[src/timer_pkg.sv]
// Package of constants and carriers for the timer and baud tick block.
// Assumes a single 20 MHz clock domain and a classic Wishbone register bus.
package timer_pkg;

    // ------------------------------------------------------------------
    // Register map (byte addresses, one word each, aligned except timer3_ctrl_addr at 8'h91)
    // ------------------------------------------------------------------
    localparam logic [7:0] run_flag_ctrl_addr = 8'h88;
    localparam logic [7:0] timer3_ctrl_addr = 8'h91;
    localparam logic [7:0] timer1_cfg_addr = 8'h8c;
    localparam logic [7:0] timer3_count_addr = 8'h94;
    localparam logic [7:0] irq_status_addr = 8'ha0;
    localparam logic [7:0] irq_mask_addr = 8'ha4;
    localparam logic [7:0] vector_ack_addr = 8'ha8;

    // ------------------------------------------------------------------
    // Field positions
    // ------------------------------------------------------------------
    localparam int tf1_bit = 7;
    localparam int tr1_bit = 6;
    localparam int tf0_bit = 5;
    localparam int tr0_bit = 4;
    localparam int ie1_bit = 3;
    localparam int it1_bit = 2;
    localparam int ie0_bit = 1;
    localparam int it0_bit = 0;
    localparam int timer3_high_overflow_flag_bit = 7;
    localparam int timer3_low_overflow_flag_bit = 6;
    localparam int timer3_split_select_bit = 3;
    localparam int tr3_bit = 2;

    // Interrupt status bits.
    localparam int ev_t0 = 0;
    localparam int ev_t1 = 1;
    localparam int ev_t3h = 2;
    localparam int ev_t3l = 3;
    localparam int ev_x0 = 4;
    localparam int ev_x1 = 5;
    localparam int ev_count = 6;

    // Vector acknowledge codes written to vector_ack_addr.
    localparam logic [2:0] ack_t0 = 3'h1;
    localparam logic [2:0] ack_t1 = 3'h2;
    localparam logic [2:0] ack_x0 = 3'h3;
    localparam logic [2:0] ack_x1 = 3'h4;

    // ------------------------------------------------------------------
    // Reset values and timing
    // ------------------------------------------------------------------
    localparam logic [7:0] ctrl_reset = 8'h00;
    localparam logic [7:0] t3_ctrl_reset = 8'h00;
    localparam int clk_mhz = 20;
    localparam logic [7:0] reload_wrap = 8'hff;

    // Timer 1 count clock selections.
    typedef enum logic [2:0] {
        src_sys, src_div4, src_div12, src_div48, src_ext_osc8, src_ext_pin
    } t1_src_t;

    // Baud ticks handed to the serial port.
    typedef struct packed {
        logic tx_tick;
        logic rx_tick;
    } baud_t;

    // Wishbone request carrier.
    typedef struct packed {
        logic cyc;
        logic stb;
        logic we;
        logic [7:0] adr;
        logic [31:0] dat;
    } wb_req_t;

endpackage

[src/timer_baud.sv]
// Timer 1 baud generator, Timer 0/3 flags and external interrupt pending.
// Assumes a classic Wishbone master and a serial port using the ticks.
`timescale 1ns/1ps

module timer_baud (
    input wire logic clk_i,
    input wire logic rst_i,
    input wire logic wb_cyc_i,
    input wire logic wb_stb_i,
    input wire logic wb_we_i,
    input wire logic [7:0] wb_adr_i,
    input wire logic [3:0] wb_sel_i,
    input wire logic [31:0] wb_dat_i,
    output logic [31:0] wb_dat_o,
    output logic wb_ack_o,
    input wire logic timer1_external_count_input_i,
    input wire logic ext_osc_i,
    input wire logic timer0_tick_i,
    input wire logic rx_i,
    input wire logic ext_int0_i,
    input wire logic ext_int1_i,
    output logic tx_tick_o,
    output logic rx_tick_o,
    output logic irq_o
);
    // ------------------------------------------------------------------
    // Registers
    // ------------------------------------------------------------------
    logic [7:0] ctrl_r;
    logic [7:0] t3_ctrl_r;
    logic [7:0] timer1_reload_byte_r;
    logic [2:0] t1_src_r;
    logic [7:0] timer0_count_r;
    logic [15:0] t3_count_r;
    localparam int ev_mask_w = timer_pkg::ev_count;
    logic [ev_mask_w-1:0] irq_mask_r;
    logic [ev_mask_w-1:0] irq_stat_r;
    logic [ev_mask_w-1:0] irq_stat_nxt;
    logic ack_r;
    logic [31:0] rdata_r;
    logic rx_d_r;
    logic x0_d_r;
    logic x1_d_r;
    logic [7:0] ctrl_nxt;
    logic [7:0] t3_ctrl_nxt;

    // ------------------------------------------------------------------
    // Bus decode
    // ------------------------------------------------------------------
    // Single-cycle answer: ack comes one edge after the request appears.
    wire bus_req = wb_cyc_i && wb_stb_i && !ack_r;
    wire wr_lo = bus_req && wb_we_i && wb_sel_i[0];
    wire wr_ctrl = wr_lo && (wb_adr_i == timer_pkg::run_flag_ctrl_addr);
    wire wr_t3 = wr_lo && (wb_adr_i == timer_pkg::timer3_ctrl_addr);
    wire wr_cfg = bus_req && wb_we_i && (wb_adr_i == timer_pkg::timer1_cfg_addr);
    wire wr_stat = wr_lo && (wb_adr_i == timer_pkg::irq_status_addr);
    wire wr_mask = wr_lo && (wb_adr_i == timer_pkg::irq_mask_addr);
    wire wr_vec = wr_lo && (wb_adr_i == timer_pkg::vector_ack_addr);
    wire [2:0] vec_code = wb_dat_i[2:0];
    assign wb_ack_o = ack_r;
    assign wb_dat_o = rdata_r;

    // ------------------------------------------------------------------
    // Timer 1 and receive duplicate
    // ------------------------------------------------------------------
    wire t1_run = ctrl_r[timer_pkg::tr1_bit];
    wire t1_tick;
    wire t1_ovf;
    wire rx_ovf;
    wire rx_start = rx_d_r && !rx_i && t1_run;
    wire [7:0] timer1_low_count;

    clk_prescaler u_pre (
        .clk_i(clk_i),
        .rst_i(rst_i),
        .sel_i(t1_src_r),
        .ext_osc_i(ext_osc_i),
        .ext_pin_i(timer1_external_count_input_i),
        .tick_o(t1_tick)
    );

    // Transmit side runs on the visible low count.
    reload_counter u_tx (
        .clk_i(clk_i),
        .rst_i(rst_i),
        .run_i(t1_run),
        .tick_i(t1_tick),
        .force_i(1'b0),
        .reload_i(timer1_reload_byte_r),
        .count_o(timer1_low_count),
        .ovf_o(t1_ovf),
        .half_o(tx_tick_o)
    );

    // Hidden duplicate, same run and reload, restarted by start edge.
    reload_counter u_rx (
        .clk_i(clk_i),
        .rst_i(rst_i),
        .run_i(t1_run),
        .tick_i(t1_tick),
        .force_i(rx_start),
        .reload_i(timer1_reload_byte_r),
        .count_o(),
        .ovf_o(rx_ovf),
        .half_o(rx_tick_o)
    );

    // ------------------------------------------------------------------
    // Timer 0 (plain 8-bit count) and Timer 3
    // ------------------------------------------------------------------
    wire t0_ovf = ctrl_r[timer_pkg::tr0_bit] && timer0_tick_i && (timer0_count_r == 8'hff);
    wire t3_split = t3_ctrl_r[timer_pkg::timer3_split_select_bit];
    wire t3_run = t3_ctrl_r[timer_pkg::tr3_bit];
    wire t3_lo_ovf = t3_split && (t3_count_r[7:0] == 8'hff);
    wire t3_hi_run = t3_run;
    wire t3_hi_ovf = t3_split ? (t3_hi_run && t3_count_r[15:8] == 8'hff)
                              : (t3_run && t3_count_r == 16'hffff);
    wire x0_edge = ext_int0_i && !x0_d_r;
    wire x1_edge = ext_int1_i && !x1_d_r;
    wire x0_set = ctrl_r[timer_pkg::it0_bit] ? x0_edge : ext_int0_i;
    wire x1_set = ctrl_r[timer_pkg::it1_bit] ? x1_edge : ext_int1_i;

    // Flag next values: set wins over any clear in the same cycle.
    always_comb begin
        ctrl_nxt = wr_ctrl ? wb_dat_i[7:0] : ctrl_r;
        if (wr_vec && vec_code == timer_pkg::ack_t0) begin
            ctrl_nxt[timer_pkg::tf0_bit] = 1'b0;
        end
        if (wr_vec && vec_code == timer_pkg::ack_t1) begin
            ctrl_nxt[timer_pkg::tf1_bit] = 1'b0;
        end
        if (wr_vec && vec_code == timer_pkg::ack_x0 && ctrl_r[timer_pkg::it0_bit]) begin
            ctrl_nxt[timer_pkg::ie0_bit] = 1'b0;
        end
        if (wr_vec && vec_code == timer_pkg::ack_x1 && ctrl_r[timer_pkg::it1_bit]) begin
            ctrl_nxt[timer_pkg::ie1_bit] = 1'b0;
        end
        if (!ctrl_r[timer_pkg::it0_bit]) begin
            ctrl_nxt[timer_pkg::ie0_bit] = ext_int0_i; // Level mode follows the input.
        end
        if (!ctrl_r[timer_pkg::it1_bit]) begin
            ctrl_nxt[timer_pkg::ie1_bit] = ext_int1_i;
        end
        if (t1_ovf) begin
            ctrl_nxt[timer_pkg::tf1_bit] = 1'b1;
        end
        if (t0_ovf) begin
            ctrl_nxt[timer_pkg::tf0_bit] = 1'b1;
        end
        if (x0_set) begin
            ctrl_nxt[timer_pkg::ie0_bit] = 1'b1;
        end
        if (x1_set) begin
            ctrl_nxt[timer_pkg::ie1_bit] = 1'b1;
        end
        // Timer 3 flags change only by software write or hardware set.
        t3_ctrl_nxt = wr_t3 ? (wb_dat_i[7:0] & 8'hfd) : t3_ctrl_r;
        if (t3_hi_ovf) begin
            t3_ctrl_nxt[timer_pkg::timer3_high_overflow_flag_bit] = 1'b1;
        end
        if (t3_lo_ovf) begin
            t3_ctrl_nxt[timer_pkg::timer3_low_overflow_flag_bit] = 1'b1;
        end
    end

    // Sticky status, write one to clear, events win over the clear.
    always_comb begin
        irq_stat_nxt = wr_stat ? (irq_stat_r & ~wb_dat_i[ev_mask_w-1:0]) : irq_stat_r;
        irq_stat_nxt[timer_pkg::ev_t0] = irq_stat_nxt[timer_pkg::ev_t0] | t0_ovf;
        irq_stat_nxt[timer_pkg::ev_t1] = irq_stat_nxt[timer_pkg::ev_t1] | t1_ovf;
        irq_stat_nxt[timer_pkg::ev_t3h] = irq_stat_nxt[timer_pkg::ev_t3h] | t3_hi_ovf;
        irq_stat_nxt[timer_pkg::ev_t3l] = irq_stat_nxt[timer_pkg::ev_t3l] | t3_lo_ovf;
        irq_stat_nxt[timer_pkg::ev_x0] = irq_stat_nxt[timer_pkg::ev_x0] | x0_set;
        irq_stat_nxt[timer_pkg::ev_x1] = irq_stat_nxt[timer_pkg::ev_x1] | x1_set;
    end

    // Any sticky status bit reaches the interrupt line while unmasked.
    assign irq_o = |(irq_stat_r & irq_mask_r);

    // Read mux.
    wire [31:0] rd_mux =
        (wb_adr_i == timer_pkg::run_flag_ctrl_addr) ? {24'h000000, ctrl_r} :
        (wb_adr_i == timer_pkg::timer3_ctrl_addr) ? {24'h000000, t3_ctrl_r} :
        (wb_adr_i == timer_pkg::timer1_cfg_addr) ?
            {13'h0000, t1_src_r, timer1_low_count, timer1_reload_byte_r} :
        (wb_adr_i == timer_pkg::timer3_count_addr) ? {16'h0000, t3_count_r} :
        (wb_adr_i == timer_pkg::irq_status_addr) ? {26'h0000000, irq_stat_r} :
        (wb_adr_i == timer_pkg::irq_mask_addr) ? {26'h0000000, irq_mask_r} :
        32'h00000000;

    // ------------------------------------------------------------------
    // State update
    // ------------------------------------------------------------------
    always_ff @(posedge clk_i) begin
        if (rst_i) begin
            ctrl_r <= timer_pkg::ctrl_reset;
            t3_ctrl_r <= timer_pkg::t3_ctrl_reset;
            timer1_reload_byte_r <= 8'h00;
            t1_src_r <= 3'h0;
            irq_mask_r <= '0;
            irq_stat_r <= '0;
            ack_r <= 1'b0;
            rdata_r <= 32'h00000000;
        end else begin
            ctrl_r <= ctrl_nxt;
            t3_ctrl_r <= t3_ctrl_nxt;
            irq_stat_r <= irq_stat_nxt;
            ack_r <= bus_req;
            rdata_r <= bus_req ? rd_mux : rdata_r;
            if (wr_cfg && wb_sel_i[0]) begin
                timer1_reload_byte_r <= wb_dat_i[7:0];
            end
            if (wr_cfg && wb_sel_i[2]) begin
                t1_src_r <= (wb_dat_i[18:16] > 3'h5) ? 3'h0 : wb_dat_i[18:16];
            end
            if (wr_mask) begin
                irq_mask_r <= wb_dat_i[ev_mask_w-1:0];
            end
        end
    end

    // Counters and edge history.
    always_ff @(posedge clk_i) begin
        if (rst_i) begin
            timer0_count_r <= 8'h00;
            t3_count_r <= 16'h0000;
            rx_d_r <= 1'b1;
            x0_d_r <= 1'b0;
            x1_d_r <= 1'b0;
        end else begin
            rx_d_r <= rx_i;
            x0_d_r <= ext_int0_i;
            x1_d_r <= ext_int1_i;
            if (ctrl_r[timer_pkg::tr0_bit] && timer0_tick_i) begin
                timer0_count_r <= timer0_count_r + 8'h01;
            end
            if (t3_split) begin
                t3_count_r[7:0] <= t3_count_r[7:0] + 8'h01;
                if (t3_hi_run) begin
                    t3_count_r[15:8] <= t3_count_r[15:8] + 8'h01;
                end
            end else if (t3_run) begin
                t3_count_r <= t3_count_r + 16'h0001;
            end
        end
    end
endmodule // timer_baud

[src/clk_prescaler.sv]
// Count-clock enable generator for Timer 1.
// Assumes external inputs are already synchronous to clk_i.
`timescale 1ns/1ps
module clk_prescaler (
    input wire logic clk_i,
    input wire logic rst_i,
    input wire logic [2:0] sel_i,
    input wire logic ext_osc_i,
    input wire logic ext_pin_i,
    output logic tick_o
);
    logic [5:0] div_r;
    logic [2:0] osc_div_r;
    logic osc_d_r;
    logic pin_d_r;
    wire osc_rise = ext_osc_i & ~osc_d_r;
    wire pin_rise = ext_pin_i & ~pin_d_r;

    // Free divider; external oscillator divided by 8 on its rising edges.
    always_ff @(posedge clk_i) begin
        if (rst_i) begin
            div_r <= 6'h00;
            osc_div_r <= 3'h0;
            osc_d_r <= 1'b0;
            pin_d_r <= 1'b0;
        end else begin
            div_r <= (div_r == 6'h2f) ? 6'h00 : div_r + 6'h01;
            osc_div_r <= osc_div_r + {2'h0, osc_rise};
            osc_d_r <= ext_osc_i;
            pin_d_r <= ext_pin_i;
        end
    end

    // Six count clock choices.
    always_comb begin
        unique case (sel_i)
            3'h0: tick_o = 1'b1;
            3'h1: tick_o = (div_r[1:0] == 2'h3);
            3'h2: tick_o = (div_r == 6'h0b) || (div_r == 6'h17) || (div_r == 6'h23)
                           || (div_r == 6'h2f);
            3'h3: tick_o = (div_r == 6'h2f);
            3'h4: tick_o = osc_rise && (osc_div_r == 3'h7);
            3'h5: tick_o = pin_rise;
            default: tick_o = 1'b0;
        endcase
    end
endmodule // clk_prescaler

[src/reload_counter.sv]
// Eight-bit auto-reload counter with halving flop on overflow.
// Assumes tick_i is a one-cycle count enable.
`timescale 1ns/1ps
module reload_counter (
    input wire logic clk_i,
    input wire logic rst_i,
    input wire logic run_i,
    input wire logic tick_i,
    input wire logic force_i,
    input wire logic [7:0] reload_i,
    output logic [7:0] count_o,
    output logic ovf_o,
    output logic half_o
);
    logic half_r;
    assign ovf_o = run_i && tick_i && (count_o == timer_pkg::reload_wrap) && !force_i;
    assign half_o = ovf_o && half_r;

    // Count up; reload on overflow or on a forced restart.
    always_ff @(posedge clk_i) begin
        if (rst_i) begin
            count_o <= 8'h00;
            half_r <= 1'b0;
        end else if (force_i) begin
            count_o <= reload_i;
            half_r <= 1'b0;
        end else if (run_i && tick_i) begin
            count_o <= ovf_o ? reload_i : count_o + 8'h01;
            if (ovf_o) begin
                half_r <= ~half_r;
            end
        end
    end
endmodule // reload_counter

[config.mk]
export PLATFORM = sky130hd
export DESIGN_NAME = timer_baud
export DESIGN_NICKNAME = d
export VERILOG_FILES = /design/src/timer_pkg.sv /design/src/timer_baud.sv /design/src/clk_prescaler.sv /design/src/reload_counter.sv
export SDC_FILE = /design/constraint.sdc
export NUM_CORES = 1
export LEC_CHECK = 0
export BUFFER_PORTS_ARGS = -buffer_cell sky130_fd_sc_hd__buf_2
export CAP_MARGIN = 15
export CORE_ASPECT_RATIO = 2
export CORE_MARGIN = 3
export CORE_UTILIZATION = 61
export DETAILED_ROUTE_END_ITERATION = 8
export GPL_TIMING_DRIVEN = 0
export PLACE_DENSITY = 0.92
export SLEW_MARGIN = 20
export SYNTH_ARGS = -nofsm -noshare
export SYNTH_HDL_FRONTEND = slang
export SYNTH_HIERARCHICAL = 1
export SYNTH_SLANG_ARGS = --single-unit
[constraint.sdc]
create_clock -name clk_i -period 6.2 [get_ports clk_i]
set_input_delay 0.31 -clock clk_i [delete_from_list [all_inputs] [get_ports clk_i]]
set_output_delay 0.31 -clock clk_i [all_outputs]
set_load 0.01 [all_outputs]
==> metrics.md <==
| Metric | Value |
|---|---|
| Asr flop ratio synth | 0% |
| Post-synth EDFFs | 0 |
| Clock H-tree levels | 4 |
| Hold-fix buffers, CTS | 0 |
| Via density | 6.68 |
| Crit-path slowest cell | nor2_1 |
| Largest net degree at the start of global routing | 17 |
| Finished layout cell area | 6840 µm² |
| Worst Hold Class | input port to flip-flop |
| Endpoints failing hold | 0 |
| Relative slew slack | 40.3% |
| Top_reg_cell synth | dfxtp_1 |
| Max Cap Viol | 0 |
| CP required | 5.89 ns |
| Setup Buffers After CTS | 0 |
| First-pass GRT wire length | 29100 µm |
| Most used cell, CP | nand3_1 |
| Initial antenna violation count | 0 |
| Sequential element share of the synthesized area | 39.8% |
| Worst path max stage delay | 0.38 ns |
| GRT overflow | 0 |
| RSZ-0062 raised after global routing | no |
| Drt drc | 0 |
| Total power | 1.93 mW |
| Routed wire length | 18000 µm |
| Clock Path Buffers | 2 |
| Synth warnings | 6 |
| Sum of negative setup slack | 0 ns |
| GP Congestion | 0.967 |
| Gr usage total | 36.0% |
| Drt initial violations | 662 |
| Yosys cell types | 64 |
| Layout fillers | 620 |
| Vias in the first global route | 5924 |
| Die ar. | 10700 µm² |
| I/O pin total | 91 |
| Cts bufs inserted | 17 |
| Final Setup Violations | 0 |
| Setup crit start kind | flip-flop |
| Status | complete, no violations |
| Post-cts resize count | 0 |
| Die H | 143 µm |
| Core ar. | 9070 µm² |
| Worst EP arrival | 2.98 ns |
| Ant diodes | 0 |
| # rows | 49 |
| Fin. max-slew vios | 0 |
| WS Path Type | flip-flop to output port |
| Avg Synthesized Cell Area | 8.57 µm² |
| Pleak | 2.61 nW |
| Commonest cells after routing, fill and taps aside | dfxtp_1, nor2_1, nand2_1 |
| Pwr dens | 282 nW/µm² |
| CP max FO | 10 |
| CTS root buf | clkbuf_16 |
| Crit. End Element | output port |
| Antenna-violating nets left | 0 |
| Placed Area | 6190 µm² |
| Vias | 5822 |
| Die Wd | 74.6 µm |
| Register bit total from synthesis | 114 |
| Skew final | 0.00830 ns |
| Layout cells sized above 1 | 14.8% |
| DPL Wire Length | 12400 µm |
| Final Net Count | 821 |
| CTS Sinks | 114 |
| Post-Syn Instances | 670 |
| Worst path cell trace | ha_1 > nor4bb_1 > a311o_1 > nand3_1 > nand3_1 > and4_4 > nand3_4 > nor2_1 > and2_1 > buf_2 |
| Initial Util | 63.3% |
| Part of the cycle the worst path needs | 53.0% |
| Area added between synthesis and finish | 19.2% |
| Netlist area before placement | 5740 µm² |
| Final min period | 3.29 ns |
| WL per Instance | 20.6 µm |
| Clk pin slew, worst setup/hold paths | 0.05 ns |
| Port Buffers | 53 |
| CTS tree | done |
| Worst-Skew Late Latency | 0.41 ns |
| Most common cell after layout, fill and taps aside | dfxtp_1 |
| FMAX | 0.304 GHz |
| Pre-antenna DRT Iters | 6 |
| Slew @ Worst Pin | 0.887 ns |
| Peak VDD IR | 0.253 mV |
==> worst max-delay path: cells and delay by family, from the launching register on <==
| family | cells | cell delay [ns] |
|---|---|---|
| buffers and inverters | 1 | 0.12 |
| AO/OA/AOI/OAI | 1 | 0.17 |
| adder cells (fa/ha/maj) | 1 | 0.22 |
| AND/OR/NAND/NOR | 7 | 1.68 |
| flip-flops | 1 | 0.37 |
==> kinds of logic (layout without fill, tap and decap cells) <==
logic type / after synthesis / in the layout / share of synthesized area (%)
and+or+nand+nor: 277 / 277 / 25.0
AOI/OAI and AO/OA: 157 / 157 / 19.3
DFF: 114 / 114 / 39.8
buffers and inverters: 58 / 142 / 4.99
muxes: 30 / 30 / 5.30
xor gates and xnor gates: 24 / 24 / 3.66
adders and majority gates: 9 / 9 / 1.96
other: 1 / 16 / 0.0653
==> area by class of cell <==
type                            count  area, µm²  area share (%)
Clock buffer                       21        470            6.88
Multi-Input combinational cell    513       3230            47.2
Clock inverter                     10        180            2.63
Timing Repair Buffer               53        265            3.88
Inverter                           13       48.8           0.713
Buffer                             45        238            3.48
Sequential cell                   114       2280            33.4
Tap cell                          102        128            1.87
==> synth_stat cells (all sizes together) (13+ instances only) <==
cell type	number	area [µm²]
nor2	85	319
inv	13	48.8
a22oi	17	128
xor2	18	158
and2	13	81.3
a21oi	40	200
clkbuf	21	78.8
buf	24	159
a31oi	14	118
o21ai	20	100
nand3	36	205
nand2	58	218
mux2i	27	270
dfxtp	114	2280
==> per-stage QoR <==
step / worst slack (ns) / cells / hold slack, ns / util [%]
3_5_place_dp: 3.39 / 840 / 0.457 / 68.2
3_3_place_gp: 3.51 / 840 / 0.442 / 68.2
6_report: 2.91 / 871 / 0.127 / 75.4
4_1_cts: 2.93 / 871 / 0.124 / 75.4
2_1_floorplan: 3.98 / 685 / 0.377 / -
5_1_grt: 2.72 / 871 / 0.126 / 75.4
==> path summary, 6_finish.rpt <==
check                            startpoint                            to  slack [ns]  cells after the start
setup / recovery  u_pre/div_r[0]$_SDFF_PP0_                     tx_tick_o        2.91                     10
hold / removal                         rx_i             rx_d_r$_SDFF_PP1_        0.13                      2
hold reg to reg   wb_dat_o[16]$_SDFFE_PP0N_     wb_dat_o[16]$_SDFFE_PP0N_        0.46                      2
setup reg to reg  u_pre/div_r[0]$_SDFF_PP0_  u_tx/count_o[1]$_SDFFE_PP0P_        3.42                      8
==> routing by layer <==
metal	track usage [%]	up-vias	routed length (µm)
met2	61.5	368	9370
met5	0	-	0
li1	-	2610	-
met4	27.4	0	1340
met3	8.60	122	1340
met1	36.1	2722	5900
==> report_power, final <==
group | internal (mW) | total (mW) | switching, mW
clock network | 0.740 | 1.08 | 0.336
logic | 0.0348 | 0.0983 | 0.0635
registers | 0.744 | 0.752 | 0.00894
total | 1.52 | 1.93 | 0.408
==> state kept, by name, indices dropped and copies added, names as in the netlist, 6 cells and up <==
| name | cells |
|---|---|
| timer1_reload_byte_r | 8 |
| ctrl_r | 8 |
| u_tx/count_o | 8 |
| t3_count_r | 16 |
| t3_ctrl_r | 7 |
| irq_mask_r | 6 |
| u_pre/div_r | 6 |
| timer0_count_r | 8 |
| u_rx/count_o | 8 |
| wb_dat_o | 19 |
| irq_stat_r | 6 |
No activity file was read; power rests on OpenSTA's default activity.
